File: src/inc/rcwdt_pkg.sv
package rcwdt_pkg;

	// ---------------------------------------------------------------
	// register map (word indices, one aligned word each)
	// ---------------------------------------------------------------
	// 0xFFFF is not a multiple of four: offsets are indices, address = 4 * index
	localparam logic [15:0] IDX_SERVICE   = 16'hFFFF;
	localparam logic [15:0] IDX_CONFIG    = 16'h0000;
	localparam logic [15:0] IDX_CAUSE     = 16'h0001;
	localparam logic [15:0] IDX_IRQ_STAT  = 16'h0002;
	localparam logic [15:0] IDX_IRQ_MASK  = 16'h0003;
	localparam logic [15:0] IDX_STATUS    = 16'h0004;

	// ---------------------------------------------------------------
	// field layout
	// ---------------------------------------------------------------
	localparam int CFG_RATE_BIT    = 0; // timeout_length_select
	localparam int CFG_DISABLE_BIT = 1; // watchdog_disable_bit
	localparam int CFG_STOPEN_BIT  = 2; // stop instruction enabled
	localparam int CAUSE_WDOG_BIT  = 0;
	localparam int CAUSE_ILOP_BIT  = 1;
	localparam int CAUSE_POR_BIT   = 2;

	// ---------------------------------------------------------------
	// reset values
	// ---------------------------------------------------------------
	localparam logic [7:0] CONFIG_RESET  = 8'h00;
	localparam logic [7:0] CAUSE_RESET   = 8'h04;
	localparam logic [7:0] MASK_RESET    = 8'h00;
	localparam logic [7:0] VECTOR_LOW    = 8'h00; // arbitrary reset vector low byte

	// ---------------------------------------------------------------
	// widths and timing
	// ---------------------------------------------------------------
	localparam int PRESC_W        = 12;
	localparam int WDOG_W         = 6;
	localparam int PRESC_KEEP     = 5;  // bits below this minus one (3..0) survive a service
	localparam int TAP_SHORT      = 7;  // 2^13 - 2^4 overall
	localparam int TAP_LONG       = 12; // 2^18 - 2^4 overall
	localparam int RST_PULSE_CYC  = 32;
	localparam int OVF_EARLY      = 16; // overflow comes 2^4 cycles before a full count
	localparam int POR_CLR_CYC    = 4096;
	localparam logic [3:0] SHORT_EXP = 4'hD;
	localparam logic [4:0] LONG_EXP  = 5'h12;

	// ---------------------------------------------------------------
	// ahb constants
	// ---------------------------------------------------------------
	localparam logic [1:0] HTRANS_NONSEQ = 2'h2;
	localparam logic [1:0] HTRANS_SEQ    = 2'h3;

	typedef enum {
		RCWDT_RUN,
		RCWDT_HOLD_RST
	} rcwdt_state_t;

endpackage

File: src/hdl/rcwdt_top.sv
`timescale 1ns/1ns
// Functional notes
// - watchdog is 6-bit counter ticked by a 12-bit prescaler on internal clock
// - unserviced watchdog overflows and resets after 262128 or 8176 cycles
// - select bit set gives 2^13-2^4, clear gives 2^18-2^4; resets to zero
// - any write to service register clears counter and prescaler bits 11..4
// - read of service register returns reset vector low byte, counter untouched
// - overflow drives reset low 32 cycles and sets watchdog cause flag
// - stop instruction clears prescaler; clock gated off during stop mode
// - power-on logic clears prescaler 4096 cycles after power-up
// - any internal reset clears both prescaler and counter
// - reset vector fetch clears the prescaler
// - disable bit 1 disables whole watchdog, 0 enables it
// - monitor entered with test voltage: disabled while voltage on irq or reset pin
// - monitor entered by blank vectors: disabled until next power-on reset
// - in break state, test voltage on reset pin disables the watchdog
// - watchdog keeps counting in wait mode
// - with stop disabled, stop instruction causes illegal-opcode reset instead
// - overflow also sets an event bit that raises IRQ when enabled in the irq mask
module rcwdt_top
	import rcwdt_pkg::*;
(
	input  wire logic        CLK,
	input  wire logic        RSTN,
	input  wire logic        POR_N,
	input  wire logic [31:0] HADDR,
	input  wire logic [1:0]  HTRANS,
	input  wire logic        HWRITE,
	input  wire logic [2:0]  HSIZE,
	input  wire logic        HSEL,
	input  wire logic        HREADY,
	input  wire logic [31:0] HWDATA,
	output logic      [31:0] HRDATA,
	output logic             HREADYOUT,
	output logic             HRESP,
	input  wire logic        STOP_EXEC,
	input  wire logic        STOP_MODE,
	input  wire logic        VECTOR_FETCH,
	input  wire logic        INTERNAL_RESET,
	input  wire logic        TST_ON_RST_PIN,
	input  wire logic        TST_ON_IRQ_PIN,
	input  wire logic        MONITOR_MODE,
	input  wire logic        MONITOR_BY_TST,
	input  wire logic        BREAK_STATE,
	output logic             RST_PIN_N,
	output logic             RST_PIN_OE,
	output logic             ILLEGAL_OP_RST,
	output logic             IRQ
);
	import rcwdt_pkg::*;

	// ---------------------------------------------------------------
	// state
	// ---------------------------------------------------------------
	typedef struct packed {
		logic [2:0]         sy_tst_rst;   // three-stage synchronisers
		logic [2:0]         sy_tst_irq;
		logic [2:0]         sy_mon;
		logic [2:0]         sy_montst;
		logic [2:0]         sy_brk;
		logic               tst_rst;
		logic               tst_irq;
		logic               mon;
		logic               montst;
		logic               brk;
		logic               mon_latched;  // blank-vector monitor entry
		logic [PRESC_W-1:0] presc;
		logic [WDOG_W-1:0]  wdog;
		logic [12:0]        por_cnt;
		logic               por_done;
		rcwdt_state_t       st;
		logic [5:0]         pulse_cnt;
		logic [7:0]         config_r;
		logic [7:0]         cause;
		logic [7:0]         irq_stat;
		logic [7:0]         irq_mask;
		logic               dp_act;       // data phase pending
		logic               dp_write;
		logic [15:0]        dp_idx;
		logic [31:0]        rdata;
		logic               rst_n_o;
		logic               rst_oe_o;
		logic               ilop_o;
		logic               irq_o;
	} rcwdt_regs_t;

	rcwdt_regs_t r_reg;
	rcwdt_regs_t r_next;

	// agreement of last two stages counts as a change
	function automatic logic sy_val(input logic [2:0] s, input logic prev);
		sy_val = (s[2] == s[1]) ? s[1] : prev;
	endfunction

	// ---------------------------------------------------------------
	// combinational next state
	// ---------------------------------------------------------------
	logic        addr_ok;
	logic        wr_service;
	logic        wr_cfg;
	logic        wdog_dis;
	logic        presc_tick;
	logic        overflow;
	logic        presc_clr;
	logic        ilop;
	logic [15:0] a_idx;
	logic [7:0]  events;

	always_comb begin
		r_next = r_reg;
		a_idx = HADDR[17:2];
		addr_ok = HSEL && HREADY && (HTRANS == HTRANS_NONSEQ || HTRANS == HTRANS_SEQ);

		// synchronise pin qualifiers
		r_next.sy_tst_rst = {r_reg.sy_tst_rst[1:0], TST_ON_RST_PIN};
		r_next.sy_tst_irq = {r_reg.sy_tst_irq[1:0], TST_ON_IRQ_PIN};
		r_next.sy_mon     = {r_reg.sy_mon[1:0], MONITOR_MODE};
		r_next.sy_montst  = {r_reg.sy_montst[1:0], MONITOR_BY_TST};
		r_next.sy_brk     = {r_reg.sy_brk[1:0], BREAK_STATE};
		r_next.tst_rst = sy_val(r_reg.sy_tst_rst, r_reg.tst_rst);
		r_next.tst_irq = sy_val(r_reg.sy_tst_irq, r_reg.tst_irq);
		r_next.mon     = sy_val(r_reg.sy_mon, r_reg.mon);
		r_next.montst  = sy_val(r_reg.sy_montst, r_reg.montst);
		r_next.brk     = sy_val(r_reg.sy_brk, r_reg.brk);

		// blank-vector monitor entry sticks until power-on
		if (r_reg.mon && !r_reg.montst)
			r_next.mon_latched = 1'b1;

		// disable qualifiers
		wdog_dis = r_reg.config_r[CFG_DISABLE_BIT]
			|| (r_reg.mon && r_reg.montst && (r_reg.tst_irq || r_reg.tst_rst))
			|| r_reg.mon_latched
			|| (r_reg.brk && r_reg.tst_rst);

		// bus data phase
		wr_service = r_reg.dp_act && r_reg.dp_write && r_reg.dp_idx == IDX_SERVICE;
		wr_cfg     = r_reg.dp_act && r_reg.dp_write && r_reg.dp_idx == IDX_CONFIG;
		if (wr_cfg)
			r_next.config_r = HWDATA[7:0];
		if (r_reg.dp_act && r_reg.dp_write && r_reg.dp_idx == IDX_IRQ_MASK)
			r_next.irq_mask = HWDATA[7:0];

		// read data for the next data phase
		r_next.dp_act = addr_ok;
		r_next.dp_write = HWRITE;
		r_next.dp_idx = a_idx;
		r_next.rdata = 32'h0000_0000;
		if (addr_ok && !HWRITE) begin
			unique case (a_idx)
				IDX_SERVICE:  r_next.rdata = {24'h000000, VECTOR_LOW};
				IDX_CONFIG:   r_next.rdata = {24'h000000, r_reg.config_r};
				IDX_CAUSE:    r_next.rdata = {24'h000000, r_reg.cause};
				IDX_IRQ_STAT: r_next.rdata = {24'h000000, r_reg.irq_stat};
				IDX_IRQ_MASK: r_next.rdata = {24'h000000, r_reg.irq_mask};
				IDX_STATUS:   r_next.rdata = {16'h0000, 2'b00, r_reg.wdog,
					2'b00, wdog_dis, r_reg.st == RCWDT_HOLD_RST, r_reg.por_done,
					r_reg.mon_latched, r_reg.brk, r_reg.mon};
				default:      r_next.rdata = 32'h0000_0000;
			endcase
		end

		// power-on prescaler clear
		presc_clr = 1'b0;
		if (!r_reg.por_done) begin
			r_next.por_cnt = r_reg.por_cnt + 13'h0001;
			if (r_reg.por_cnt == 13'(POR_CLR_CYC - 1)) begin
				r_next.por_done = 1'b1;
				presc_clr = 1'b1;
			end
		end

		// prescaler and counter
		presc_tick = r_reg.config_r[CFG_RATE_BIT]
			? (r_reg.presc[TAP_SHORT-1:0] == {TAP_SHORT{1'b1}})
			: (r_reg.presc == {PRESC_W{1'b1}});
		overflow = 1'b0;
		if (!STOP_MODE && !wdog_dis && r_reg.st == RCWDT_RUN) begin
			r_next.presc = r_reg.presc + 12'h001;
			if (r_reg.config_r[CFG_RATE_BIT]) begin
				if (r_reg.presc[TAP_SHORT-1:0] == {TAP_SHORT{1'b1}}) begin
					r_next.presc[PRESC_W-1:TAP_SHORT] = '0;
					r_next.wdog = r_reg.wdog + 6'h01;
				end
			end else if (presc_tick) begin
				r_next.wdog = r_reg.wdog + 6'h01;
			end
			// overflow 2^4 cycles before the last counter tick would fall
			if (r_reg.wdog == {WDOG_W{1'b1}} && (r_reg.config_r[CFG_RATE_BIT]
				? r_reg.presc[TAP_SHORT-1:0] == TAP_SHORT'(2**TAP_SHORT - 1 - OVF_EARLY)
				: r_reg.presc == PRESC_W'(2**PRESC_W - 1 - OVF_EARLY)))
				overflow = 1'b1;
		end
		// service: clear counter and upper prescaler bits
		if (wr_service) begin
			r_next.wdog = '0;
			r_next.presc[PRESC_W-1:PRESC_KEEP-1] = '0;
		end
		ilop = STOP_EXEC && !r_reg.config_r[CFG_STOPEN_BIT];
		if ((STOP_EXEC && !ilop) || VECTOR_FETCH || presc_clr)
			r_next.presc = '0;
		if (wdog_dis) begin
			r_next.presc = '0;
			r_next.wdog = '0;
		end

		// reset pulse sequencer
		unique case (r_reg.st)
			RCWDT_RUN: begin
				if (overflow) begin
					r_next.st = RCWDT_HOLD_RST;
					r_next.pulse_cnt = '0;
					r_next.cause[CAUSE_WDOG_BIT] = 1'b1;
				end
			end
			RCWDT_HOLD_RST: begin
				r_next.pulse_cnt = r_reg.pulse_cnt + 6'h01;
				if (r_reg.pulse_cnt == 6'(RST_PULSE_CYC - 1)) begin
					r_next.st = RCWDT_RUN;
					r_next.presc = '0;
					r_next.wdog = '0;
				end
			end
		endcase
		if (ilop)
			r_next.cause[CAUSE_ILOP_BIT] = 1'b1;
		if (INTERNAL_RESET) begin
			r_next.presc = '0;
			r_next.wdog = '0;
		end

		// sticky event bits; read clears, a new event wins
		events = {6'h00, ilop, overflow};
		if (r_reg.dp_act && !r_reg.dp_write && r_reg.dp_idx == IDX_IRQ_STAT)
			r_next.irq_stat = 8'h00;
		r_next.irq_stat = r_next.irq_stat | events;

		// registered outputs; overflow gives reset and, when unmasked, IRQ
		r_next.rst_n_o  = !(r_next.st == RCWDT_HOLD_RST);
		r_next.rst_oe_o = r_next.st == RCWDT_HOLD_RST;
		r_next.ilop_o   = ilop;
		r_next.irq_o    = |(r_next.irq_stat & r_reg.irq_mask);
	end

	// ---------------------------------------------------------------
	// register update
	// ---------------------------------------------------------------
	always_ff @(posedge CLK) begin
		if (!RSTN) begin
			r_reg <= '0;
			r_reg.st <= RCWDT_RUN;
			r_reg.config_r <= CONFIG_RESET;
			r_reg.irq_mask <= MASK_RESET;
			r_reg.rst_n_o <= 1'b1;
			r_reg.cause <= 8'h00;
		end else begin
			r_reg <= r_next;
			if (!POR_N) begin
				r_reg.por_cnt <= '0;     // power-on restarts delay and monitor latch
				r_reg.por_done <= 1'b0;
				r_reg.mon_latched <= 1'b0;
				r_reg.cause <= CAUSE_RESET;
			end
		end
	end

	// outputs straight from flip-flops; HREADYOUT and HRESP tied constant
	assign HRDATA         = r_reg.rdata;
	assign HREADYOUT      = 1'b1;
	assign HRESP          = 1'b0;
	assign RST_PIN_N      = r_reg.rst_n_o;
	assign RST_PIN_OE     = r_reg.rst_oe_o;
	assign ILLEGAL_OP_RST = r_reg.ilop_o;
	assign IRQ            = r_reg.irq_o;

endmodule

File: config.mk
export PLATFORM = sky130hd
export DESIGN_NAME = rcwdt_top
export DESIGN_NICKNAME = d
export VERILOG_FILES = /design/src/inc/rcwdt_pkg.sv /design/src/hdl/rcwdt_top.sv
export SDC_FILE = /design/constraint.sdc
export NUM_CORES = 1
export LEC_CHECK = 0
export BUFFER_PORTS_ARGS = -buffer_cell sky130_fd_sc_hd__buf_2
export CELL_PAD_IN_SITES_DETAIL_PLACEMENT = 0
export CELL_PAD_IN_SITES_GLOBAL_PLACEMENT = 2
export CORE_MARGIN = 3
export CORE_UTILIZATION = 33
export CTS_CLUSTER_SIZE = 12
export DETAILED_ROUTE_END_ITERATION = 8
export GPL_TIMING_DRIVEN = 0
export PLACE_DENSITY_LB_ADDON = 0.1
export SLEW_MARGIN = 10
export SYNTH_ARGS = -nofsm -noshare
export SYNTH_HDL_FRONTEND = slang
export SYNTH_SLANG_ARGS = --single-unit
File: constraint.sdc
create_clock -name CLK -period 2.6 [get_ports CLK]
set_input_delay 0.52 -clock CLK [delete_from_list [all_inputs] [get_ports CLK]]
set_output_delay 0.52 -clock CLK [all_outputs]
set_load 0.005 [all_outputs]
* Word level (Yosys, flattened, before mapping) *
Index checks and enable logic that the tools add are counted.

storage, ports and cells
  flip-flop bits (word level) = 172
  input bits = 84
  output and inout port bits = 38
  word-level logic and storage cells = 129

cells by class
  $add $sub $neg = 4
  equal/unequal tests = 25
  mux-type cells = 24
  bitwise logic cells = 3
  reduce and logical (&&, ||, !) cells = 42

operators with widths
  cell                   count
  $pmux 38 s2            1
  $mux 18                4
  $pmux 14 s5            1
  $eq 16x2->1 const B    4
  $eq 32x2->1 const B    2
  $logic_not 32->1       2
  $mux 38                1
  $eq 32x1->1 const B    1
  $logic_not 16->1       2
  $mux 32                1
  $eq 12x12->1 const B   2
  $mux 6                 4
  $logic_and 1x1->1      18
  $eq 16x1->1 const B    1
  $eq 16x16->1 const B   1
  $eq 16x3->1 const B    1
  $mux 8                 2
  $eq 7x7->1 const B     2
  $add 13x1->13 const B  1
  $eq 13x12->1 const B   1
  $add 12x1->12 const B  1
  $add 6x1->6 const B    2
  $mux 12                1
  $mux 5                 2
  14 further kinds       40

* Longest topological paths before layout *
  depth after elaboration = 14
  depth in mapped cells = 7
  depth with buffers taken out = 6

* Worst setup path before layout *
No wires, ideal clock.

  path kind = input port to flip-flop
  start = input RSTN
  end = register r_reg[153] (netlist name)
  library setup time = 86 ps
  arrival = 2217 ps
  required time = 2514 ps
  path slack = 297 ps
  stages = 6
  buffers on the path = 1
  path through = buf_2 -> clkinv_1 -> or4_2 -> a2111oi_2 -> nand3_1 -> a211oi_1

between the ends
  cells in the longest elaborated chain, start to end = 2

RTL lines
  what                              line              RTL
  from (decl)                       rcwdt_top.sv:24   input wire logic RSTN,
  $not 1->1 (no source line)        n/a
  $reduce_or 2->1 (no source line)  n/a
  to (signal assigned)              rcwdt_top.sv:257  r_reg <= r_next;
  to (decl)                         rcwdt_top.sv:87   rcwdt_regs_t r_reg;

No other way between the ends.
A chain may end at the register's enable or synchronous reset.

* Worst setup path after layout *
  start = register r_reg[161] (netlist name)
  end = register r_reg, in the netlist RST_PIN_N

between the ends
  cells in the longest elaborated chain, start to end = 13
  elaborated cells on any way between the ends = 14
  those cells by class = eq/ne (1); mux (3); reduce/logical (10)

RTL lines
  what                               line              RTL
  $logic_or 1x1->1                   rcwdt_top.sv:132  || (r_reg.mon && r_reg.montst && (r_reg.tst_irq || r_reg.tst_rst))
  $logic_and 1x1->1                  rcwdt_top.sv:132
  $logic_or 1x1->1                   rcwdt_top.sv:132
  $logic_or 1x1->1                   rcwdt_top.sv:133  || r_reg.mon_latched
  $logic_or 1x1->1 *                 rcwdt_top.sv:134  || (r_reg.brk && r_reg.tst_rst);
  $logic_not 1->1 *                  rcwdt_top.sv:178  if (!STOP_MODE && !wdog_dis && r_reg.st == RCWDT_RUN) begin
  $logic_and 1x1->1 * (2 in series)  rcwdt_top.sv:178
  $mux 1 *                           rcwdt_top.sv:178
  $mux 38 *                          rcwdt_top.sv:210  if (overflow) begin
  $pmux 38 s2 *                      rcwdt_top.sv:208  unique case (r_reg.st)
  $eq 32x2->1 *                      rcwdt_top.sv:239  r_next.rst_n_o = !(r_next.st == RCWDT_HOLD_RST);
  $logic_not 1->1 *                  rcwdt_top.sv:239

Mark *: on every way between the ends. The rest lies on a longest branch, timed or not. The select of a mux whose other input is x is not followed.

==> flow_summary.html <==
<table>
<tr><th>Metric</th><th>Value</th></tr>
<tr><th colspan="2">Status</th></tr>
<tr><td>Outcome</td><td>completed</td></tr>
<tr><th colspan="2">Synthesis</th></tr>
<tr><td>Post-synth top area cell</td><td>dfxtp_1</td></tr>
<tr><td>Number of distinct library cell variants in the gate-level netlist after synthesis</td><td>60</td></tr>
<tr><td>Synthesized area per cell</td><td>9.60 sq um</td></tr>
<tr><td>Proportion of netlist area held by the largest area contributor</td><td>50.7%</td></tr>
<tr><td>Count of warnings emitted by yosys</td><td>0</td></tr>
<tr><td>Number of flops mapped to enable cells by yosys</td><td>0</td></tr>
<tr><td>Count of state elements after synthesis</td><td>154</td></tr>
<tr><td>Dominant synthesized flop cell</td><td>dfxtp_1</td></tr>
<tr><td>Main area contributors after synthesis</td><td>dfxtp_1 (51%), and2_1 (6.9%), buf_4 (4.2%)</td></tr>
<tr><td>Cell area after synthesis</td><td>0.00608 sq mm</td></tr>
<tr><td>Mapped Cells</td><td>633</td></tr>
<tr><td>Asr flop ratio synth</td><td>0%</td></tr>
<tr><td>Fraction of the yosys area taken by sequential cells</td><td>50.7%</td></tr>
<tr><th colspan="2">Setup path</th></tr>
<tr><td>Slowest cell on crit path</td><td>or4_2</td></tr>
<tr><td>Setup crit start kind</td><td>flop</td></tr>
<tr><td>Count of buffering cells on the critical path with inverters included</td><td>1</td></tr>
<tr><td>Source of the worst register-to-register timing path</td><td>r_reg[161]</td></tr>
<tr><td>Setup crit end kind</td><td>flop</td></tr>
<tr><td>Cell Chain, Critical Path</td><td>a211o_1, or4_2, clkbuf_1, nor3_2, and3_1, o2111ai_1</td></tr>
<tr><td>Max FO, Critical Path</td><td>6</td></tr>
<tr><td>Kind of cell adding the most delay to the critical path</td><td>simple AND/OR/NAND/NOR gates</td></tr>
<tr><td>Critical setup path kind</td><td>flop to flop</td></tr>
<tr><td>CP Data Required Time</td><td>2830 ps</td></tr>
<tr><td>Arrival time reported for the critical path endpoint</td><td>2700 ps</td></tr>
<tr><td>Worst setup path startpoint</td><td>r_reg[161]</td></tr>
<tr><td>Stage delay of the slowest cell on the critical path</td><td>620 ps</td></tr>
<tr><th colspan="2">STA</th></tr>
<tr><td>Final setup fails</td><td>0</td></tr>
<tr><td>Hold violation count in the final report</td><td>0</td></tr>
<tr><td>Time the worst path needs with I/O delays and setup</td><td>2470 ps</td></tr>
<tr><td>Worst hold margin</td><td>309 ps</td></tr>
<tr><td>Unrepaired setup endpoints after global routing</td><td>no</td></tr>
<tr><td>Final setup slack of the worst path</td><td>128 ps</td></tr>
<tr><td>Top achievable clock speed</td><td>405 MHz</td></tr>
<tr><td>Setup TNS</td><td>0 ps</td></tr>
<tr><td>Slew @ Worst Pin</td><td>777 ps</td></tr>
<tr><td>Max-slew violation count</td><td>0</td></tr>
<tr><td>Worst relative slew slack</td><td>48.2%</td></tr>
<tr><td>Worst Clk Skew</td><td>9.79 ps</td></tr>
<tr><td>Share of the clock period used by the worst path</td><td>95.1%</td></tr>
<tr><th colspan="2">Finish</th></tr>
<tr><td>Flip-flop count of the largest register, all copies and words added</td><td>125</td></tr>
<tr><td>Finished Cell Area</td><td>0.00743 sq mm</td></tr>
<tr><td>Number of diodes</td><td>0</td></tr>
<tr><td>Leading cell types in the layout, fill and taps excluded</td><td>dfxtp_1 (154), and2_1 (67), buf_2 (56)</td></tr>
<tr><td># nets final</td><td>814</td></tr>
<tr><td>Most common library cell in the layout ignoring fill and taps</td><td>dfxtp_1</td></tr>
<tr><td>Signed area change from the synthesized netlist to the final layout</td><td>22.2%</td></tr>
<tr><td>Share of final-layout standard cells stronger than drive strength 1</td><td>19.6%</td></tr>
<tr><th colspan="2">Floorplanning</th></tr>
<tr><td>Core area</td><td>0.0177 sq mm</td></tr>
<tr><td>Top-level I/O count</td><td>122</td></tr>
<tr><td>Initial cell density of the core</td><td>34.4%</td></tr>
<tr><td>Horizontal extent of the die</td><td>142 um</td></tr>
<tr><td>Row count</td><td>48</td></tr>
<tr><td>Chip Height</td><td>142 um</td></tr>
<tr><td>Die area</td><td>0.0201 sq mm</td></tr>
<tr><th colspan="2">Route</th></tr>
<tr><td>Number of detailed-routing iterations run before antenna repair</td><td>4</td></tr>
<tr><td>Avg WL per Cell</td><td>15.9 um</td></tr>
<tr><td>Routed wire length</td><td>15300 um</td></tr>
<tr><td>Total DRC errors in the routed layout</td><td>0</td></tr>
<tr><td>Number of nets with antenna violations after detailed routing</td><td>0</td></tr>
<tr><td>Number of design-rule violations left by the first detailed-router iteration</td><td>214</td></tr>
<tr><td>Ratio of routed vias to standard cells</td><td>4.83</td></tr>
<tr><td>Via total after detailed routing</td><td>4656</td></tr>
<tr><th colspan="2">GRT</th></tr>
<tr><td>Aggregate global-route resource usage</td><td>15.6%</td></tr>
<tr><td>Remaining Overflow, GRT</td><td>0</td></tr>
<tr><td>Number of global-route vias before repair</td><td>4583</td></tr>
<tr><td>Antenna violations before repair</td><td>0</td></tr>
<tr><td>Wire length of the first global-routing pass</td><td>24600 um</td></tr>
<tr><td>Largest net degree at the start of global routing</td><td>17</td></tr>
<tr><th colspan="2">CTS</th></tr>
<tr><td>Clock Path Buffers</td><td>2</td></tr>
<tr><td>CTS Buf Count</td><td>17</td></tr>
<tr><td>Root buffer cell</td><td>clkbuf_16</td></tr>
<tr><td>Clk pin slew, worst setup/hold paths</td><td>60 ps</td></tr>
<tr><td>Num Clock Sinks</td><td>154</td></tr>
<tr><td>Clk Latency, worst-skew pair</td><td>420 ps</td></tr>
<tr><td>TritonCTS clock tree</td><td>built</td></tr>
<tr><td>Clock H-tree levels</td><td>4</td></tr>
<tr><th colspan="2">Placed design</th></tr>
<tr><td>Placed wire-length estimate after detailed placement</td><td>11300 um</td></tr>
<tr><td>Routability congestion estimate</td><td>0.806</td></tr>
<tr><td>Pre-CTS setup slack</td><td>-463 ps</td></tr>
<tr><td>Placed cell area</td><td>0.00671 sq mm</td></tr>
<tr><td>PortBufs</td><td>55</td></tr>
<tr><th colspan="2">Min path</th></tr>
<tr><td>Critical hold path startpoint</td><td>TST_ON_IRQ_PIN</td></tr>
<tr><td>Path type of the worst min-delay path</td><td>input port to flop</td></tr>
<tr><th colspan="2">Power and ir drop</th></tr>
<tr><td>PwrDens</td><td>731 mW/mm^2</td></tr>
<tr><td>Leakage</td><td>2.94 nW</td></tr>
<tr><td>Maximum ir drop on the vdd rail</td><td>444 uV</td></tr>
<tr><th colspan="2">Job</th></tr>
<tr><td>Maximum capacitance violations</td><td>0</td></tr>
</table>
-- where the power goes --
group	switching (W)	leakage (nW)	internal, W
sequential	0.0000157	1.25	0.00239
clock	0.000967	0.331	0.00188
combinational	0.0000982	1.36	0.0000787
total	0.00108	2.94	0.00435
-- synth_stat cells (2+ instances only) --
library cell and n:
or3_1 6, nand2b_1 4, a22o_1 2, nand4_1 14, mux2i_1 16, o2bb2ai_1 3, a21boi_0 9, and2_1 67
nand4b_1 4, conb_1 2, nor3_1 9, xor2_1 6, nor4_1 28, o21ai_0 21, or4_4 2, and3_1 15
dfxtp_1 154, and4_1 4, or4_2 3, or4_1 5, a32oi_1 5, a21oi_1 17, nand2_1 30, or2_2 4
nor2b_1 3, xnor2_1 14, buf_4 34, ha_1 4, o31ai_1 4, mux4_2 3, clkbuf_1 21, a22oi_1 4
nor2_1 52, nand3_1 22, inv_1 14, a31oi_1 3, o211a_1 2
-- stage by stage --
stage	cells	total power, W	utilization, %
final	964	0.00543	42.1
after CTS	963	0.00551	41.9
after global placement	931	0.00263	37.9
after global routing	964	0.00564	42.1
after detailed placement	931	0.00263	38.0
after floorplan	651	0.00256	-
-- final cells by class --
class / instances / area [sq um]
plain buffers: 56 / 339
multi-input cells: 425 / 2690
clock inverters: 10 / 210
flip-flops and latches: 154 / 3080
fillers: 1784 / 10200
repair buffers: 57 / 290
clock buffers: 22 / 474
well taps: 225 / 282
inverters: 15 / 57.6
-- timing repair --
| action | CTS | global route |
|---|---|---|
| buffers inserted | 0 | 2 |
| setup endpoints to repair | 3 | 12 |
| pin swaps | 0 | 1 |
| gates resized for setup | 3 | 2 |
| hold buffers | 0 | 0 |
| hold endpoints to repair | 0 | 0 |
-- worst register-to-register path, delay by kind of cell (launching register included) --
kind                   cells  cell delay (ps)
AO/OA/AOI/OAI              2              570
buffers and inverters      1              200
flip-flops                 1              350
AND/OR/NAND/NOR            3             1170
-- final timing paths --
check	endpoint	slack [ps]	cells past startpoint
setup / recovery	RST_PIN_N	130	6
hold / removal	r_next[172]	310	2
hold reg to reg	r_next[176]	430	1
setup reg to reg	RST_PIN_N	130	6
-- cells by family after synthesis --
| family | count (synthesis) | share of synthesized area [%] |
|---|---|---|
| and+or+nand+nor | 278 | 25.6 |
| DFF | 154 | 50.7 |
| AOI/OAI and AO/OA | 83 | 9.33 |
| buffers and inverters | 72 | 6.57 |
| xor gates and xnor gates | 20 | 2.88 |
| muxes | 20 | 3.93 |
| adders and majority gates | 4 | 0.824 |
| other | 2 | 0.124 |
-- layer usage --
| layer | part of all wire, % | vias up | global-route usage (%) |
|---|---|---|---|
| li1 | - | 2375 | - |
| met1 | 47 | 2169 | 21.0 |
| met2 | 46 | 99 | 25.3 |
| met3 | 5.6 | 13 | 3.57 |
| met4 | 0.99 | 0 | 4.39 |
| met5 | 0 | - | 0 |
(Power assumes the default switching activity.)
